==> src/rtl/nvm_access_regs.svh <==
// Purpose: Addresses, bit positions, reset values and timing counts of the NVM access unit
// Assumes: 12-bit special-function register address space
// Notes:   Definitions only
`ifndef NVM_ACCESS_REGS_SVH
`define NVM_ACCESS_REGS_SVH

// Register addresses
`define ADDR_PERIPH_FLAG_TWO   12'hFA1
`define ADDR_MEM_ACCESS_CTRL   12'hFA6
`define ADDR_UNLOCK_PORT       12'hFA7
`define ADDR_EEPROM_DATA       12'hFA8
`define ADDR_EEPROM_ADDRESS    12'hFA9
`define ADDR_TABLE_LATCH       12'hFF5
`define ADDR_TBL_PTR_LOW       12'hFF6
`define ADDR_TBL_PTR_HIGH      12'hFF7
`define ADDR_TBL_PTR_UPPER     12'hFF8

// Control register fields, and the done bit of the peripheral flag register
`define BIT_PROG_OR_DATA       7
`define BIT_CONFIG_SELECT      6
`define BIT_CTRL_UNUSED        5
`define BIT_ROW_ERASE          4
`define BIT_WRITE_ABORT        3
`define BIT_WRITE_PERMIT       2
`define BIT_WRITE_START        1
`define BIT_READ_START         0
`define BIT_NVM_DONE           4

// Unlock sequence values
`define UNLOCK_FIRST           8'h55
`define UNLOCK_SECOND          8'hAA

// Block geometry (low pointer bits ignored)
`define WRITE_BLOCK_BITS       3
`define ERASE_ROW_BITS         6
`define HOLD_COUNT             8

// Reset values
`define RESET_BYTE             8'h00
`define RESET_HOLD_BYTE        8'hFF
`define NOP_WORD               16'h0000

// Self-timed write duration
`define NVM_WRITE_TIME_US      2000
`define NVM_CLK_MHZ            40

`endif

==> src/rtl/nvm_access_pkg.sv <==
// Purpose: Types of the NVM access unit
// Assumes: nvm_access_regs.svh for numeric constants
// Notes:   State of each module is one packed struct
package nvm_access_pkg;

    typedef enum logic [2:0] {
        ST_IDLE     = 3'b001,
        ST_TBL_READ = 3'b010,
        ST_PROG     = 3'b100
    } fsm_t;

    typedef enum logic [1:0] {
        TBL_KEEP    = 2'b00,
        TBL_POSTINC = 2'b01,
        TBL_POSTDEC = 2'b10,
        TBL_PREINC  = 2'b11
    } tbl_mode_t;

    typedef enum logic [1:0] {
        TGT_EEPROM = 2'b00,
        TGT_FLASH  = 2'b01,
        TGT_CONFIG = 2'b10
    } target_t;

    typedef enum logic [1:0] {
        UNLOCK_NONE  = 2'b00,
        UNLOCK_HALF  = 2'b01,
        UNLOCK_ARMED = 2'b10
    } unlock_t;

    typedef struct packed {
        fsm_t        fsm;
        logic        prog_or_data_select;
        logic        config_space_select;
        logic        row_erase;
        logic        write_abort_error;
        logic        write_permit;
        logic        write_start;
        logic        read_start;
        logic [7:0]  table_byte_latch;
        logic [21:0] table_address_pointer;
        logic [7:0]  eeprom_data_reg;
        logic [7:0]  eeprom_address_reg;
        logic        nvm_done_flag;
        unlock_t     unlock;
        logic        op_erase;
        target_t     op_target;
        logic [21:0] op_addr;
        logic [31:0] timer;
        logic        read_high_byte;
        logic [21:0] flash_rd_addr;
        logic        flash_rd_en;
        logic [7:0]  sfr_rdata;
        logic        commit;
        logic [15:0] exec_word;
    } ctrl_state_t;

    typedef struct packed {
        logic [7:0][7:0] bytes;
    } hold_state_t;

endpackage

==> src/rtl/nvm_hold_if.sv <==
// Purpose: Carries holding-register traffic between control and holding bank
// Assumes: Single clock domain
// Notes:   No clocking block
`timescale 1ns/1ps
interface nvm_hold_if;
    logic        wr_en;
    logic [2:0]  idx;
    logic [7:0]  wr_byte;
    logic        clear;
    logic [63:0] block;

    modport ctrl (output wr_en, output idx, output wr_byte, output clear, input block);
    modport bank (input wr_en, input idx, input wr_byte, input clear, output block);
endinterface

==> src/rtl/nvm_hold_bank.sv <==
// Purpose: Eight byte holding registers for one program memory write block
// Assumes: Written one byte per table write, erased after each program or configuration write commit, not after an erase
// Notes:   Byte i sits in block bits 8*i+7 .. 8*i
`timescale 1ns/1ps
`include "nvm_access_regs.svh"
module nvm_hold_bank
    import nvm_access_pkg::*;
(
    // Clock and reset
    input  wire logic core_clk,
    input  wire logic reset,
    // Holding traffic
    nvm_hold_if.bank  hold
);
    hold_state_t st;
    hold_state_t next_st;

    always_comb begin
        next_st = st;
        if (hold.clear) begin
            for (int i = 0; i < `HOLD_COUNT; i++) begin
                next_st.bytes[i] = `RESET_HOLD_BYTE;
            end
        end else if (hold.wr_en) begin
            next_st.bytes[hold.idx] = hold.wr_byte;
        end
    end

    always_ff @(posedge core_clk) begin
        if (reset) begin
            st <= {`HOLD_COUNT{`RESET_HOLD_BYTE}};
        end else begin
            st <= next_st;
        end
    end

    for (genvar g = 0; g < `HOLD_COUNT; g++) begin : g_block
        assign hold.block[8*g +: 8] = st.bytes[g];
    end
endmodule // nvm_hold_bank

==> src/rtl/program_memory_table_access.sv <==
// Purpose: Table read/write, row erase and self-timed write control for program flash and data EEPROM
// Assumes: Core presents SFR accesses and table operations synchronous to core_clk
// Notes:   power_on_reset clears everything; reset keeps select and abort bits, setting abort if a write is running
`timescale 1ns/1ps
`include "nvm_access_regs.svh"
module program_memory_table_access
    import nvm_access_pkg::*;
#(
    parameter int WRITE_CYCLES = `NVM_WRITE_TIME_US * `NVM_CLK_MHZ
) (
    // Clock and resets
    input  wire logic        core_clk,
    input  wire logic        reset,
    input  wire logic        power_on_reset,
    // SFR access from the core
    input  wire logic [11:0] sfr_addr,
    input  wire logic        sfr_wr,
    input  wire logic        sfr_rd,
    input  wire logic [7:0]  sfr_wdata,
    output logic      [7:0]  sfr_rdata,
    // Table operations from the core
    input  wire logic        tbl_valid,
    input  wire logic        tbl_write,
    input  wire logic [1:0]  tbl_mode,
    output logic             tbl_ready,
    // Instruction fetch path
    input  wire logic [15:0] fetch_word,
    input  wire logic        fetch_word_valid,
    output logic      [15:0] exec_word,
    output logic             fetch_stall,
    // Program memory array
    output logic      [21:1] flash_rd_addr,
    output logic             flash_rd_en,
    input  wire logic [15:0] flash_rd_data,
    output logic             prog_active,
    output logic             prog_erase,
    output logic      [1:0]  prog_target,
    output logic      [21:0] prog_addr,
    output logic      [63:0] prog_data,
    output logic             prog_commit,
    // Data EEPROM array
    output logic             ee_rd_en,
    output logic      [7:0]  ee_addr,
    output logic      [7:0]  ee_wdata,
    input  wire logic [7:0]  ee_rd_data
);
    // Refuse a cycle count the timer cannot serve
    if (WRITE_CYCLES < 1) begin : g_bad_cycles
        $error("WRITE_CYCLES must be at least one");
    end

    localparam logic [31:0] LAST_TICK = 32'(WRITE_CYCLES - 1);

    ctrl_state_t st;
    ctrl_state_t next_st;
    nvm_hold_if  hold ();

    nvm_hold_bank u_hold_bank (
        .core_clk (core_clk),
        .reset    (power_on_reset),
        .hold     (hold.bank)
    );

    function automatic logic sfr_hit(input logic [11:0] a, input logic [11:0] target);
        return a == target;
    endfunction

    function automatic target_t select_target(input logic cfg, input logic pgd);
        if (cfg) begin
            return TGT_CONFIG;
        end
        return pgd ? TGT_FLASH : TGT_EEPROM;
    endfunction

    function automatic logic [21:0] ptr_step(input logic [21:0] p, input logic up);
        logic [20:0] low;
        low = up ? p[20:0] + 21'h000001 : p[20:0] - 21'h000001;
        return {p[21], low};
    endfunction

    logic        wr_ctrl;
    logic        start_ok;
    logic        tbl_go;
    logic [21:0] tbl_addr;
    logic [7:0]  ctrl_image;
    logic [7:0]  rd_mux;
    target_t     cur_target;
    tbl_mode_t   mode;

    always_comb begin
        mode       = tbl_mode_t'(tbl_mode);
        cur_target = select_target(st.config_space_select, st.prog_or_data_select);
        wr_ctrl    = sfr_wr && sfr_hit(sfr_addr, `ADDR_MEM_ACCESS_CTRL);
        start_ok   = wr_ctrl && sfr_wdata[`BIT_WRITE_START] && !st.write_start
                     && st.write_permit && st.unlock == UNLOCK_ARMED && st.fsm == ST_IDLE;
        tbl_go     = tbl_valid && st.fsm == ST_IDLE;
        tbl_addr   = (mode == TBL_PREINC) ? ptr_step(st.table_address_pointer, 1'b1)
                                          : st.table_address_pointer;
        ctrl_image = 8'h00;
        ctrl_image[`BIT_PROG_OR_DATA]  = st.prog_or_data_select;
        ctrl_image[`BIT_CONFIG_SELECT] = st.config_space_select;
        ctrl_image[`BIT_CTRL_UNUSED]   = 1'b0;
        ctrl_image[`BIT_ROW_ERASE]     = st.row_erase;
        ctrl_image[`BIT_WRITE_ABORT]   = st.write_abort_error;
        ctrl_image[`BIT_WRITE_PERMIT]  = st.write_permit;
        ctrl_image[`BIT_WRITE_START]   = st.write_start;
        ctrl_image[`BIT_READ_START]    = st.read_start;
        case (sfr_addr)
            `ADDR_MEM_ACCESS_CTRL: rd_mux = ctrl_image;
            `ADDR_UNLOCK_PORT:     rd_mux = 8'h00;
            `ADDR_EEPROM_DATA:     rd_mux = st.eeprom_data_reg;
            `ADDR_EEPROM_ADDRESS:  rd_mux = st.eeprom_address_reg;
            `ADDR_TABLE_LATCH:     rd_mux = st.table_byte_latch;
            `ADDR_TBL_PTR_LOW:     rd_mux = st.table_address_pointer[7:0];
            `ADDR_TBL_PTR_HIGH:    rd_mux = st.table_address_pointer[15:8];
            `ADDR_TBL_PTR_UPPER:   rd_mux = {2'b00, st.table_address_pointer[21:16]};
            `ADDR_PERIPH_FLAG_TWO: rd_mux = 8'(st.nvm_done_flag) << `BIT_NVM_DONE;
            default:               rd_mux = 8'h00;
        endcase
    end

    always_comb begin
        next_st = st;
        next_st.commit      = 1'b0;
        next_st.flash_rd_en = 1'b0;
        next_st.sfr_rdata   = sfr_rd ? rd_mux : st.sfr_rdata;
        next_st.exec_word   = fetch_word_valid ? fetch_word : `NOP_WORD;
        hold.wr_en   = 1'b0;
        hold.idx     = st.table_address_pointer[`WRITE_BLOCK_BITS-1:0];
        hold.wr_byte = st.table_byte_latch;
        hold.clear   = 1'b0;

        // Unlock tracking: any other SFR write breaks the sequence
        if (sfr_wr) begin
            if (sfr_hit(sfr_addr, `ADDR_UNLOCK_PORT) && sfr_wdata == `UNLOCK_FIRST) begin
                next_st.unlock = UNLOCK_HALF;
            end else if (sfr_hit(sfr_addr, `ADDR_UNLOCK_PORT) && sfr_wdata == `UNLOCK_SECOND
                         && st.unlock == UNLOCK_HALF) begin
                next_st.unlock = UNLOCK_ARMED;
            end else begin
                next_st.unlock = UNLOCK_NONE;
            end
        end

        // Plain register writes
        if (wr_ctrl) begin
            next_st.prog_or_data_select = sfr_wdata[`BIT_PROG_OR_DATA];
            next_st.config_space_select = sfr_wdata[`BIT_CONFIG_SELECT];
            next_st.row_erase           = sfr_wdata[`BIT_ROW_ERASE];
            next_st.write_abort_error   = sfr_wdata[`BIT_WRITE_ABORT];
            next_st.write_permit        = sfr_wdata[`BIT_WRITE_PERMIT];
            if (sfr_wdata[`BIT_READ_START] && !st.prog_or_data_select) begin
                next_st.read_start = 1'b1;
            end
        end
        if (sfr_wr && sfr_hit(sfr_addr, `ADDR_EEPROM_DATA)) begin
            next_st.eeprom_data_reg = sfr_wdata;
        end
        if (sfr_wr && sfr_hit(sfr_addr, `ADDR_EEPROM_ADDRESS)) begin
            next_st.eeprom_address_reg = sfr_wdata;
        end
        if (sfr_wr && sfr_hit(sfr_addr, `ADDR_TABLE_LATCH)) begin
            next_st.table_byte_latch = sfr_wdata;
        end
        if (sfr_wr && sfr_hit(sfr_addr, `ADDR_TBL_PTR_LOW)) begin
            next_st.table_address_pointer[7:0] = sfr_wdata;
        end
        if (sfr_wr && sfr_hit(sfr_addr, `ADDR_TBL_PTR_HIGH)) begin
            next_st.table_address_pointer[15:8] = sfr_wdata;
        end
        if (sfr_wr && sfr_hit(sfr_addr, `ADDR_TBL_PTR_UPPER)) begin
            next_st.table_address_pointer[21:16] = sfr_wdata[5:0];
        end
        if (sfr_wr && sfr_hit(sfr_addr, `ADDR_PERIPH_FLAG_TWO)) begin
            next_st.nvm_done_flag = sfr_wdata[`BIT_NVM_DONE];
        end

        // One-cycle EEPROM read
        if (st.read_start) begin
            next_st.eeprom_data_reg = ee_rd_data;
            next_st.read_start      = 1'b0;
        end

        case (st.fsm)
            ST_IDLE: begin
                if (start_ok) begin
                    next_st.write_start = 1'b1;
                    next_st.unlock      = UNLOCK_NONE;
                    next_st.op_target   = cur_target;
                    next_st.op_erase    = st.row_erase && cur_target != TGT_EEPROM;
                    next_st.timer       = 32'h0000_0000;
                    next_st.fsm         = ST_PROG;
                    if (st.row_erase) begin
                        next_st.op_addr = {st.table_address_pointer[21:`ERASE_ROW_BITS],
                                           `ERASE_ROW_BITS'(0)};
                    end else begin
                        next_st.op_addr = {st.table_address_pointer[21:`WRITE_BLOCK_BITS],
                                           `WRITE_BLOCK_BITS'(0)};
                    end
                end else if (tbl_go) begin
                    if (tbl_write) begin
                        hold.wr_en = 1'b1;
                    end else begin
                        next_st.flash_rd_addr  = tbl_addr;
                        next_st.flash_rd_en    = 1'b1;
                        next_st.read_high_byte = tbl_addr[0];
                        next_st.fsm            = ST_TBL_READ;
                    end
                    case (mode)
                        TBL_POSTINC: next_st.table_address_pointer = ptr_step(st.table_address_pointer, 1'b1);
                        TBL_POSTDEC: next_st.table_address_pointer = ptr_step(st.table_address_pointer, 1'b0);
                        TBL_PREINC:  next_st.table_address_pointer = tbl_addr;
                        default:     next_st.table_address_pointer = st.table_address_pointer;
                    endcase
                end
            end
            ST_TBL_READ: begin
                next_st.table_byte_latch = st.read_high_byte ? flash_rd_data[15:8]
                                                             : flash_rd_data[7:0];
                next_st.fsm = ST_IDLE;
            end
            ST_PROG: begin
                next_st.timer = st.timer + 32'h0000_0001;
                if (st.timer == LAST_TICK) begin
                    next_st.write_start   = 1'b0;
                    next_st.nvm_done_flag = 1'b1;
                    next_st.commit        = 1'b1;
                    next_st.fsm           = ST_IDLE;
                    if (st.op_erase) begin
                        next_st.row_erase = 1'b0;
                    end else if (st.op_target != TGT_EEPROM) begin
                        hold.clear = 1'b1;
                    end
                end
            end
            default: begin
                next_st.fsm = ST_IDLE;
            end
        endcase
    end

    always_ff @(posedge core_clk) begin
        if (power_on_reset) begin
            st       <= '0;
            st.fsm   <= ST_IDLE;
            st.unlock <= UNLOCK_NONE;
            st.op_target <= TGT_EEPROM;
            st.exec_word <= `NOP_WORD;
        end else if (reset) begin
            st       <= '0;
            st.fsm   <= ST_IDLE;
            st.unlock <= UNLOCK_NONE;
            st.op_target <= TGT_EEPROM;
            st.exec_word <= `NOP_WORD;
            st.prog_or_data_select <= st.prog_or_data_select;
            st.config_space_select <= st.config_space_select;
            st.write_abort_error   <= st.write_abort_error || st.fsm == ST_PROG;
        end else begin
            st <= next_st;
        end
    end

    assign sfr_rdata     = st.sfr_rdata;
    assign tbl_ready     = st.fsm == ST_IDLE && !start_ok;
    assign exec_word     = st.exec_word;
    assign fetch_stall   = st.fsm == ST_PROG && st.op_target != TGT_EEPROM;
    assign flash_rd_addr = st.flash_rd_addr[21:1];
    assign flash_rd_en   = st.flash_rd_en;
    assign prog_active   = st.fsm == ST_PROG;
    assign prog_erase    = st.op_erase;
    assign prog_target   = st.op_target;
    assign prog_addr     = st.op_addr;
    assign prog_data     = hold.block;
    assign prog_commit   = st.commit;
    assign ee_rd_en      = st.read_start;
    assign ee_addr       = st.eeprom_address_reg;
    assign ee_wdata      = st.eeprom_data_reg;
endmodule // program_memory_table_access

==> config.mk <==
export PLATFORM = sky130hd
export DESIGN_NAME = program_memory_table_access
export DESIGN_NICKNAME = d
export VERILOG_FILES = /design/src/rtl/nvm_access_pkg.sv /design/src/rtl/nvm_hold_if.sv /design/src/rtl/nvm_hold_bank.sv /design/src/rtl/program_memory_table_access.sv
export VERILOG_INCLUDE_DIRS = /design/src /design/src/rtl
export SDC_FILE = /design/constraint.sdc
export NUM_CORES = 1
export LEC_CHECK = 0
export BUFFER_PORTS_ARGS = -buffer_cell sky130_fd_sc_hd__clkbuf_2
export CAP_MARGIN = 20
export CORE_MARGIN = 2
export CORE_UTILIZATION = 50
export DETAILED_ROUTE_END_ITERATION = 16
export PLACE_DENSITY_LB_ADDON = 0.12
export REMOVE_ABC_BUFFERS = 1
export SLEW_MARGIN = 20
export SYNTH_ARGS = -nofsm -noshare
export SYNTH_HDL_FRONTEND = slang
export SYNTH_HIERARCHICAL = 1
export SYNTH_SLANG_ARGS = --single-unit
==> constraint.sdc <==
create_clock -name core_clk -period 3.2 [get_ports core_clk]
set_clock_uncertainty 0.2 [all_clocks]
set_input_delay 0.64 -clock core_clk [delete_from_list [all_inputs] [get_ports core_clk]]
set_output_delay 0.64 -clock core_clk [all_outputs]
set_load 0.02 [all_outputs]
# Word-level counts from Yosys, hierarchy flattened
# Index checks and enable logic that the tools add are counted.
[classes] bitwise_logic=8 reduce_logical=45 mux=64 eq_ne=28 order_cmp=2 addsub=3
[ops] operator="159-bit 2-to-1 mux" n=1
[ops] operator="12-bit equality test (second input constant)" n=9
[ops] operator="24-bit 2-to-1 mux" n=4
[ops] operator="8-bit 2-to-1 mux" n=10
[ops] operator="22-bit 2-to-1 mux" n=3
[ops] operator="22-bit one-hot mux with 3 select lines" n=1
[ops] operator="64-bit bitwise mux" n=1
[ops] operator="32-bit one-hot mux with 2 select lines" n=1
[ops] operator="8-bit one-hot mux with 8 select lines" n=1
[ops] operator="59-bit 2-to-1 mux" n=1
[ops] operator="32-bit by 1-bit adder with 32-bit output (second input constant)" n=1
[ops] operator="32-bit by 17-bit equality test with 1-bit output (second input constant)" n=1
[ops] operator="27-bit 2-to-1 mux" n=1
[ops] operator="8-bit demux with 3-bit select" n=1
[ops] operator="1-bit 2-to-1 mux" n=23
[ops] operator="1-bit logical AND" n=22
[ops] operator="21-bit by 1-bit adder with 21-bit output (second input constant)" n=1
[ops] operator="21-bit 2-to-1 mux" n=1
[ops] operator="21-bit by 1-bit subtractor with 21-bit output (second input constant)" n=1
[ops] operator="16-bit 2-to-1 mux" n=1
[ops] operator="3-bit 2-to-1 mux" n=5
[ops] operator="6-bit 2-to-1 mux" n=2
[ops] operator="4-bit != test (second input constant)" n=3
[ops] operator="2-bit nonzero test" n=6
[ops] operator="other kinds (26)" n=49
[word_totals] in_bits=70 word_cells=183 reg_bits=229 out_inout_bits=156

# Depth between registers and ports, before layout
# Gate-level depths: netlist (run 1).
[depth] word_depth=10 mapped_depth=11 ltp_nobuf=7

# Cells and area by module
# The synthesis (run 1) kept the hierarchy.
[by_module_without_submodules] mod="program_memory_table_access" instances=1 area_each_um2=8948.6 cells_per_inst=1130 seq_area_each_um2=3223.1
[by_module_without_submodules] mod="nvm_hold_bank" instances=1 area_each_um2=2499.9 cells_per_inst=236 seq_area_each_um2=1281.2

# Least setup slack after synthesis (run 1)
# No wires, ideal clock.
[synth_timing] path_type="input-to-reg" from="input sfr_addr[2]" to="register u_hold_bank.st (netlist bit u_hold_bank/hold.block[0])" required_ns=2.852 cell_stages=11 setup_ns=0.148 slack_ns=0.053 path_buffers=5 arrival_ns=2.799 path_cell_list="nor4bb_1 buf_2 nor4bb_1 buf_2 a21oi_2 clkbuf_1 and2_1 buf_2 or4b_4 buf_6 mux2i_1"
[synth_via] elab_chain_cells=9
[synth_rtl] element="start: declaration" line_no="program_memory_table_access.sv:16" text="input wire logic [11:0] sfr_addr,"
[synth_rtl] element="12-bit equality test" line_no="program_memory_table_access.sv:65" text="return a == target;"
[synth_rtl] element="1-bit logical AND" line_no="program_memory_table_access.sv:93" text="wr_ctrl = sfr_wr && sfr_hit(sfr_addr, `ADDR_MEM_ACCESS_CTRL);"
[synth_rtl] element="1-bit logical AND (5 in a row)" line_no="program_memory_table_access.sv:94" text="start_ok = wr_ctrl && sfr_wdata[`BIT_WRITE_START] && !st.write_start"
[synth_rtl] element="1-bit 2-to-1 mux" line_no="program_memory_table_access.sv:186" text="if (start_ok) begin"
[synth_rtl] element="1-bit 2-to-1 mux" line_no="program_memory_table_access.sv:184" text="case (st.fsm)"
[synth_rtl] element="named net hold.wr_en" line_no="nvm_hold_if.sv:6" text="logic wr_en;"
[synth_rtl] element="end signal: assignment" line_no="nvm_hold_bank.sv:31" text="st <= {`HOLD_COUNT{`RESET_HOLD_BYTE}};"
[synth_rtl] element="end signal: assignment" line_no="nvm_hold_bank.sv:33" text="st <= next_st;"
[synth_rtl] element="end: declaration" line_no="nvm_hold_bank.sv:15" text="hold_state_t st;"
# The timed path passes the listed nets, and every way through them passes these cells.
# A chain may end at the register's enable or synchronous reset.

# Worst setup path in the final report (run 1)
[layout_timing] from="register st[49] in the netlist's numbering" to="register u_hold_bank.st (netlist bit u_hold_bank/hold.block[9])"
[layout_via] elab_chain_cells=4
[layout_rtl] element="start: declaration" line_no="program_memory_table_access.sv:54" text="ctrl_state_t st;"
[layout_rtl] element="start signal: assignment" line_no="program_memory_table_access.sv:259" text="st <= next_st;"
[layout_rtl] element="32-bit by 17-bit equality test with 1-bit output" line_no="program_memory_table_access.sv:224" text="if (st.timer == LAST_TICK) begin"
[layout_rtl] element="1-bit 2-to-1 mux" line_no="program_memory_table_access.sv:224"
[layout_rtl] element="1-bit 2-to-1 mux" line_no="program_memory_table_access.sv:184"
[layout_rtl] element="named net hold.clear" line_no="nvm_hold_if.sv:9" text="logic clear;"
[layout_rtl] element="2-bit OR reduction (no source line)"
# The timed path passes the listed nets, and every way through them passes these cells.

==> run metrics, run 1 <==
wire per inst=19.0 microns; Final Cycle Share=92.9%; post-synth top area share=39.3%; clk sinks=225; DRT Pass-1 Iters=5; hold violation total from the final report=0; Layout area overhead=15.4%; sequential cell area fraction in the yosys report=39.3%; Peak Freq=0.336 GHz; crit path cell chain=ha_1, nand3_1, or4_1, nor4_2, buf_12, nor3_1, mux2i_1; Final ANT Viol Nets=0; Synth Warn #=6; mux contribution to synthesized area=8.39%; P_int=4.97 mW; Seq pwr share=a little over two fifths; EDFF count, synth=0; unrepaired setup endpoints after global routing=no; Sw Pwr=roughly 1.6 mW; DRC viols=0; TritonCTS clock tree=done; Clk network pwr share=48.3%; Port Buffer Count=222; Synth area leader=dfxtp_1; Simple-Gate Fraction of Synth Area=25.1%; die height=155 microns; Site Rows=55; status=complete, no violations; Initial Util=between 50% and 60%; crit-path max cell delay=640 ps; Arr. time, crit path=3220 ps; Pleak=5.35 nW; Max clock buf depth=3; Die Width=155 microns; Post-DP HPWL=approximately 24,000 microns; final core utilization=58.5%; Iter 0 DRT Violations=897; Die ar.=24,100 sq um; final RePlAce weighted congestion=0.947; grt ovf=0; global-route wire length before repair=52,800 microns; Critical Path RT=3450 ps; WHS=142 ps; worst slew pin tran=1070 ps; Final min period=2970 ps; Crit Path Class=reg2reg; Fill cells=2,114; multi-input logic area=5860 sq um; critical path startpoint category=flip-flop; Num CTS Buffers=25; Final Max Tran Viols=0; slew margin rel.=27.9%; Synth Area in Compound Gates=~15%; combinational family with the most area after synthesis=simple AND/OR/NAND/NOR gates; Area contributors post-synth=dfxtp_1 39%, mux2i_1 7.6%, buf_4 5.8%; flop-to-flop setup slack=230 ps; Avg Vias per Cell=5.91; share of post-route cells with drive strength above 1=between 20% and 30%; Mapped Avg Cell Area=8.38 sq um; Final Worst Setup Slack=226 ps; vias in the first global route=9,808; Clk Latency, worst-skew pair=530 ps; Reg clk slew, reported paths=60 ps; hold buffer count at CTS=0; # setup viols final=0; via count=10,552; cell area power density=between 400 and 500 nW/um^2; # Post-CTS Setup Buffers=0; crit end category=flip-flop; Seq cells post-synth=approximately 230; GRT Total Usage=27.0%; Synth Area in Adders=less than 1%; post-place setup slack=273 ps; Max-Cap Viols=0; Detailed Route WL=33,900 microns; flip-flop and latch area=4500 sq um; nets@finish=1,553; slowest library cell on the worst path=or4_1; Resized cells post-CTS=0; IO Count=~230; Post-Synthesis Cells=1,366; largest net degree at the start of global routing=73; VDD IR max=0.416 mV; Placeable Area=22,600 sq um; ys async rst share=0%; Main synth FF type=dfxtp_1; Hold Path Class=in2reg; synthesized area=11,400 sq um; clock root buffer=clkbuf_16; H-tree depth=1; Comb pwr share=7.7%; Synth Area in XOR/XNOR=under 10%; crit-path max FO=72; Switching Fraction=23.9%; initial antenna violation count=0; Cell variety after synth=77
[power by group through the flow]
stage | registers, mW | clock network [mW] | logic, mW
4_1_cts | 2.88 | 3.21 | 0.494
3_3_place_gp | 2.94 | 0 | 0.489
5_1_grt | 2.88 | 3.31 | 0.535
6_report | 2.88 | 3.16 | 0.500
2_1_floorplan | 2.96 | 0 | 0.216
3_5_place_dp | 2.94 | 0 | 0.491
[worst max-delay path: cells and delay by family, from the launching register on]
| kind | cells | cell delay, ps |
|---|---|---|
| muxes | 1 | 220 |
| adders and majority gates | 1 | 230 |
| and+or+nand+nor | 4 | 1460 |
| buffers and inverters | 1 | 320 |
| DFF | 1 | 390 |
[Yosys cell counts, types with 5 or more instances]
| cell type | count |
|---|---|
| a31oi_1 | 16 |
| xnor2_1 | 11 |
| nor3_1 | 93 |
| a21oi_1 | 99 |
| nor2b_1 | 8 |
| a221oi_1 | 7 |
| o41ai_1 | 5 |
| a211oi_1 | 29 |
| and4_1 | 10 |
| nand4_1 | 31 |
| nor4_1 | 9 |
| a22oi_1 | 11 |
| and2_1 | 12 |
| o21ai_0 | 30 |
| buf_1 | 14 |
| and3_1 | 29 |
| clkbuf_1 | 62 |
| mux2i_1 | 87 |
| a32oi_1 | 5 |
| nand2b_1 | 5 |
| o211ai_1 | 9 |
| mux2_2 | 8 |
| o31ai_1 | 6 |
| nand3b_1 | 12 |
| dfxtp_1 | 225 |
| nand2_1 | 116 |
| or3_1 | 7 |
| nand3_1 | 49 |
| nor2_1 | 117 |
| buf_4 | 88 |
| nand4b_1 | 6 |
| or4_1 | 9 |
| o22ai_1 | 11 |
| xor2_1 | 11 |
| buf_2 | 23 |
| or2_2 | 8 |
| inv_1 | 9 |
[sequential cells by signal (all words and copies together) (netlist names)]
register	flops
ctrl_image	6
u_hold_bank/hold.block	64
flash_rd_en	1
prog_target	2
hold.idx	3
hold.wr_byte	8
exec_word	16
st	58
prog_commit	1
prog_erase	1
flash_rd_addr	21
prog_addr	19
ee_wdata	8
sfr_rdata	8
ee_addr	8
ee_rd_en	1
[routing by layer]
metal,routed length [microns],part of all wire [%],global-route usage (%),vias to the layer above
li1,-,-,-,5097
met5,0,0,0,-
met4,1260,3.7,10.3,0
met3,2860,8.4,6.35,76
met1,14800,44,36.9,4946
met2,15000,44,41.6,433
[logic make-up after synthesis]
group / after synthesis
AO/OA/AOI/OAI: 270
XOR/XNOR: 22
adder cells (fa/ha/maj): 3
buffers and inverters: 201
flip-flops: 225
multiplexers: 95
other: 1
AND/OR/NAND/NOR: 549
[through the flow]
stage	instances	area, sq um	TNS [ps]	power, mW
CTS	1784	13200	0	6.58
finish	1785	13200	0	6.53
global route	1784	13200	0	6.73
floorplan	1178	10400	-341350	3.18
detailed placement	1738	12300	0	3.43
global placement	1738	12300	0	3.43
[final timing paths]
path | from | endpoint | cells after the start
setup / recovery | st[49]$_SDFFE_PP0P_ | u_hold_bank/hold.block[9]$_SDFFE_PP1P_ | 7
setup reg to reg | st[49]$_SDFFE_PP0P_ | u_hold_bank/hold.block[9]$_SDFFE_PP1P_ | 7
hold / removal | fetch_word[4] | exec_word[4]$_SDFF_PP0_ | 2
hold reg to reg | prog_addr[8]$_SDFFE_PP0P_ | prog_addr[8]$_SDFFE_PP0P_ | 2
[cell usage in the layout, fill, tap and decap left out, drive strengths merged, types with 12 or more instances in the layout]
master	synthesis	routed
a211oi	30	30
a21oi	100	100
a31oi	16	16
and2	12	12
and3	29	29
buf	128	53
clkbuf	62	255
dfxtp	225	225
mux2i	87	87
nand2	116	116
nand3	49	49
nand3b	12	12
nand4	32	32
nor2	117	117
nor3	94	94
nor4	12	12
o21ai	33	33
[area by class of cell]
class	instances	area share [%]
inverters	11	0.313
multi-input cells	942	44.3
flip-flops and latches	225	34.1
clock inverters	13	1.55
well taps	285	2.70
repair buffers	275	11.6
clock buffers	33	5.34
diodes	1	0.0189
No activity file was read; power rests on OpenSTA's default activity.
==> run 2, diff against run 1 <==
CORE_UTILIZATION = 56   (was 50)
clock period = 3.1 ns   (was 3.2 ns; I/O delays follow)
==> run 2 against run 1 <==
Critical path depth did not move. Non-clock buffer count rose by 16. Power fell by 0.84%. Critical path type unchanged. Critical endpoint is now u_hold_bank/hold.block[50]$_SDFFE_PP1P_. Cell count fell by 0.11%. Wire length rose by 0.98%. Via count rose by 1.6%. Fmax rose by 5.4%.
==> run metrics, run 2 (synthesis results as in run 1) <==
Iter 0 DRT Violations=approximately 870; # setup viols final=0; P_int=4.93 mW; Comb pwr share=just over 8%; vias in the first global route=10,055; ant diodes=0; Clk Latency, worst-skew pair=520 ps; Final Max Tran Viols=0; Sw Pwr=between 1.5 and 2 mW; Switching Fraction=24.0%; Crit Path Class=reg2reg; Placeable Area=20,200 sq um; Clk network pwr share=46.0%; die height=147 microns; final RePlAce weighted congestion=0.963; Fill cells=~1,700; via count=10,721; global-route wire length before repair=54,000 microns; critical path startpoint category=flip-flop; GRT Total Usage=30.4%; clock root buffer=clkbuf_16; Port Buffer Count=222; Site Rows=52; TritonCTS clock tree=done; Layout area overhead=16.1%; worst slew pin tran=roughly 1100 ps; Final Cycle Share=91.0%; grt ovf=0; Peak Freq=0.354 GHz; Die Width=147 microns; crit-path max FO=35; DRC viols=0; unrepaired setup endpoints after global routing=no; VDD IR max=roughly 0.38 mV; H-tree depth=1; Seq pwr share=a little under half; Max clock buf depth=3; clk sinks=225; setup_tns=0 ps; Die ar.=21,600 sq um; status=complete, no violations; cell area power density=between 400 and 500 nW/um^2; slew margin rel.=29.4%; Initial Util=56.8%; Final min period=roughly 2800 ps; largest net degree at the start of global routing=approximately 70; nets@finish=1,568; Max-Cap Viols=0; Arr. time, crit path=3050 ps; DRT Pass-1 Iters=5; wire per inst=19.2 microns; Detailed Route WL=34,300 microns; Largest register FFs=between 60 and 70; Post-DP HPWL=23,900 microns; hold violation total from the final report=0; initial antenna violation count=1; Reg clk slew, reported paths=60 ps; Hold Path Class=in2reg; Final ANT Viol Nets=0; share of post-route cells with drive strength above 1=about a quarter; Pleak=around 5.4 nW; Critical Path RT=3330 ps; crit end category=flip-flop; IO Count=226; most frequent cells in the layout=225 x dfxtp_1, 222 x clkbuf_2, 116 x nand2_1; Pwr Total=6.48 mW; commonest non-fill, non-tap cell in the layout=dfxtp_1; Avg Vias per Cell=6.01; Num CTS Buffers=24
## run 2: power groups by stage
stage                     sequential [mW]  clock, mW  combinational [mW]
after global placement               3.03          0               0.518
after global routing                 2.97       3.12               0.574
after CTS                            2.96       3.00               0.526
after detailed placement             3.03          0               0.523
final                                2.96       2.98               0.535
after floorplan                      3.06          0               0.222
## run 2: timing repair
item	in CTS	in global routing
hold buffers	0	0
setup buffers	0	1
resized for setup	0	2
setup endpoints to repair	0	8
## run 2: worst paths after layout
check	start	end	slack [ps]	depth (start not counted)
max reg2reg	st[57]$_SDFFE_PP0P_	u_hold_bank/hold.block[50]$_SDFFE_PP1P_	280	7
min reg2reg	prog_addr[12]$_SDFFE_PP0P_	prog_addr[12]$_SDFFE_PP0P_	250	2
min	fetch_word[13]	exec_word[13]$_SDFF_PP0_	130	2
max	st[57]$_SDFFE_PP0P_	u_hold_bank/hold.block[50]$_SDFFE_PP1P_	280	7
## run 2: through the flow
stage / hold slack (ps) / util [%] / worst slack (ps) / instances / instance area (sq um)
2_1_floorplan: 253 / - / -4780 / 1178 / 10400
3_3_place_gp: 240 / 61.5 / 144 / 1737 / 12400
3_5_place_dp: 243 / 61.6 / 219 / 1737 / 12400
4_1_cts: 126 / 65.7 / 202 / 1781 / 13200
5_1_grt: 127 / 65.9 / 113 / 1783 / 13300
6_report: 130 / 65.9 / 279 / 1783 / 13300
## run 2: worst max-delay path, stage by stage, from the launching register on
cell,delay (ps)
dfxtp_1,390
nor4_1,350
nand4_1,160
or4_1,530
nor4_4,250
bufbuf_16,400
nor3_1,200
mux2i_1,230
## run 2: cell type report
class / instances / area (sq um) / area share (%)
timing repair buffer: 291 / 1710 / 12.8
clock buffer: 36 / 737 / 5.54
clock inverter: 8 / 95.1 / 0.715
multi-input combinational: 942 / 5870 / 44.2
sequential: 225 / 4500 / 33.9
tap: 270 / 338 / 2.54
inverter: 11 / 41.3 / 0.311
## run 2: routing by layer
metal / part of all wire (%) / GRT usage, % / vias up
met4: 3.0 / 9.33 / 2
li1: - / - / 5132
met2: 47 / 50.4 / 465
met1: 42 / 39.7 / 5043
met3: 8.7 / 6.80 / 79
met5: 0.038 / 0 / -
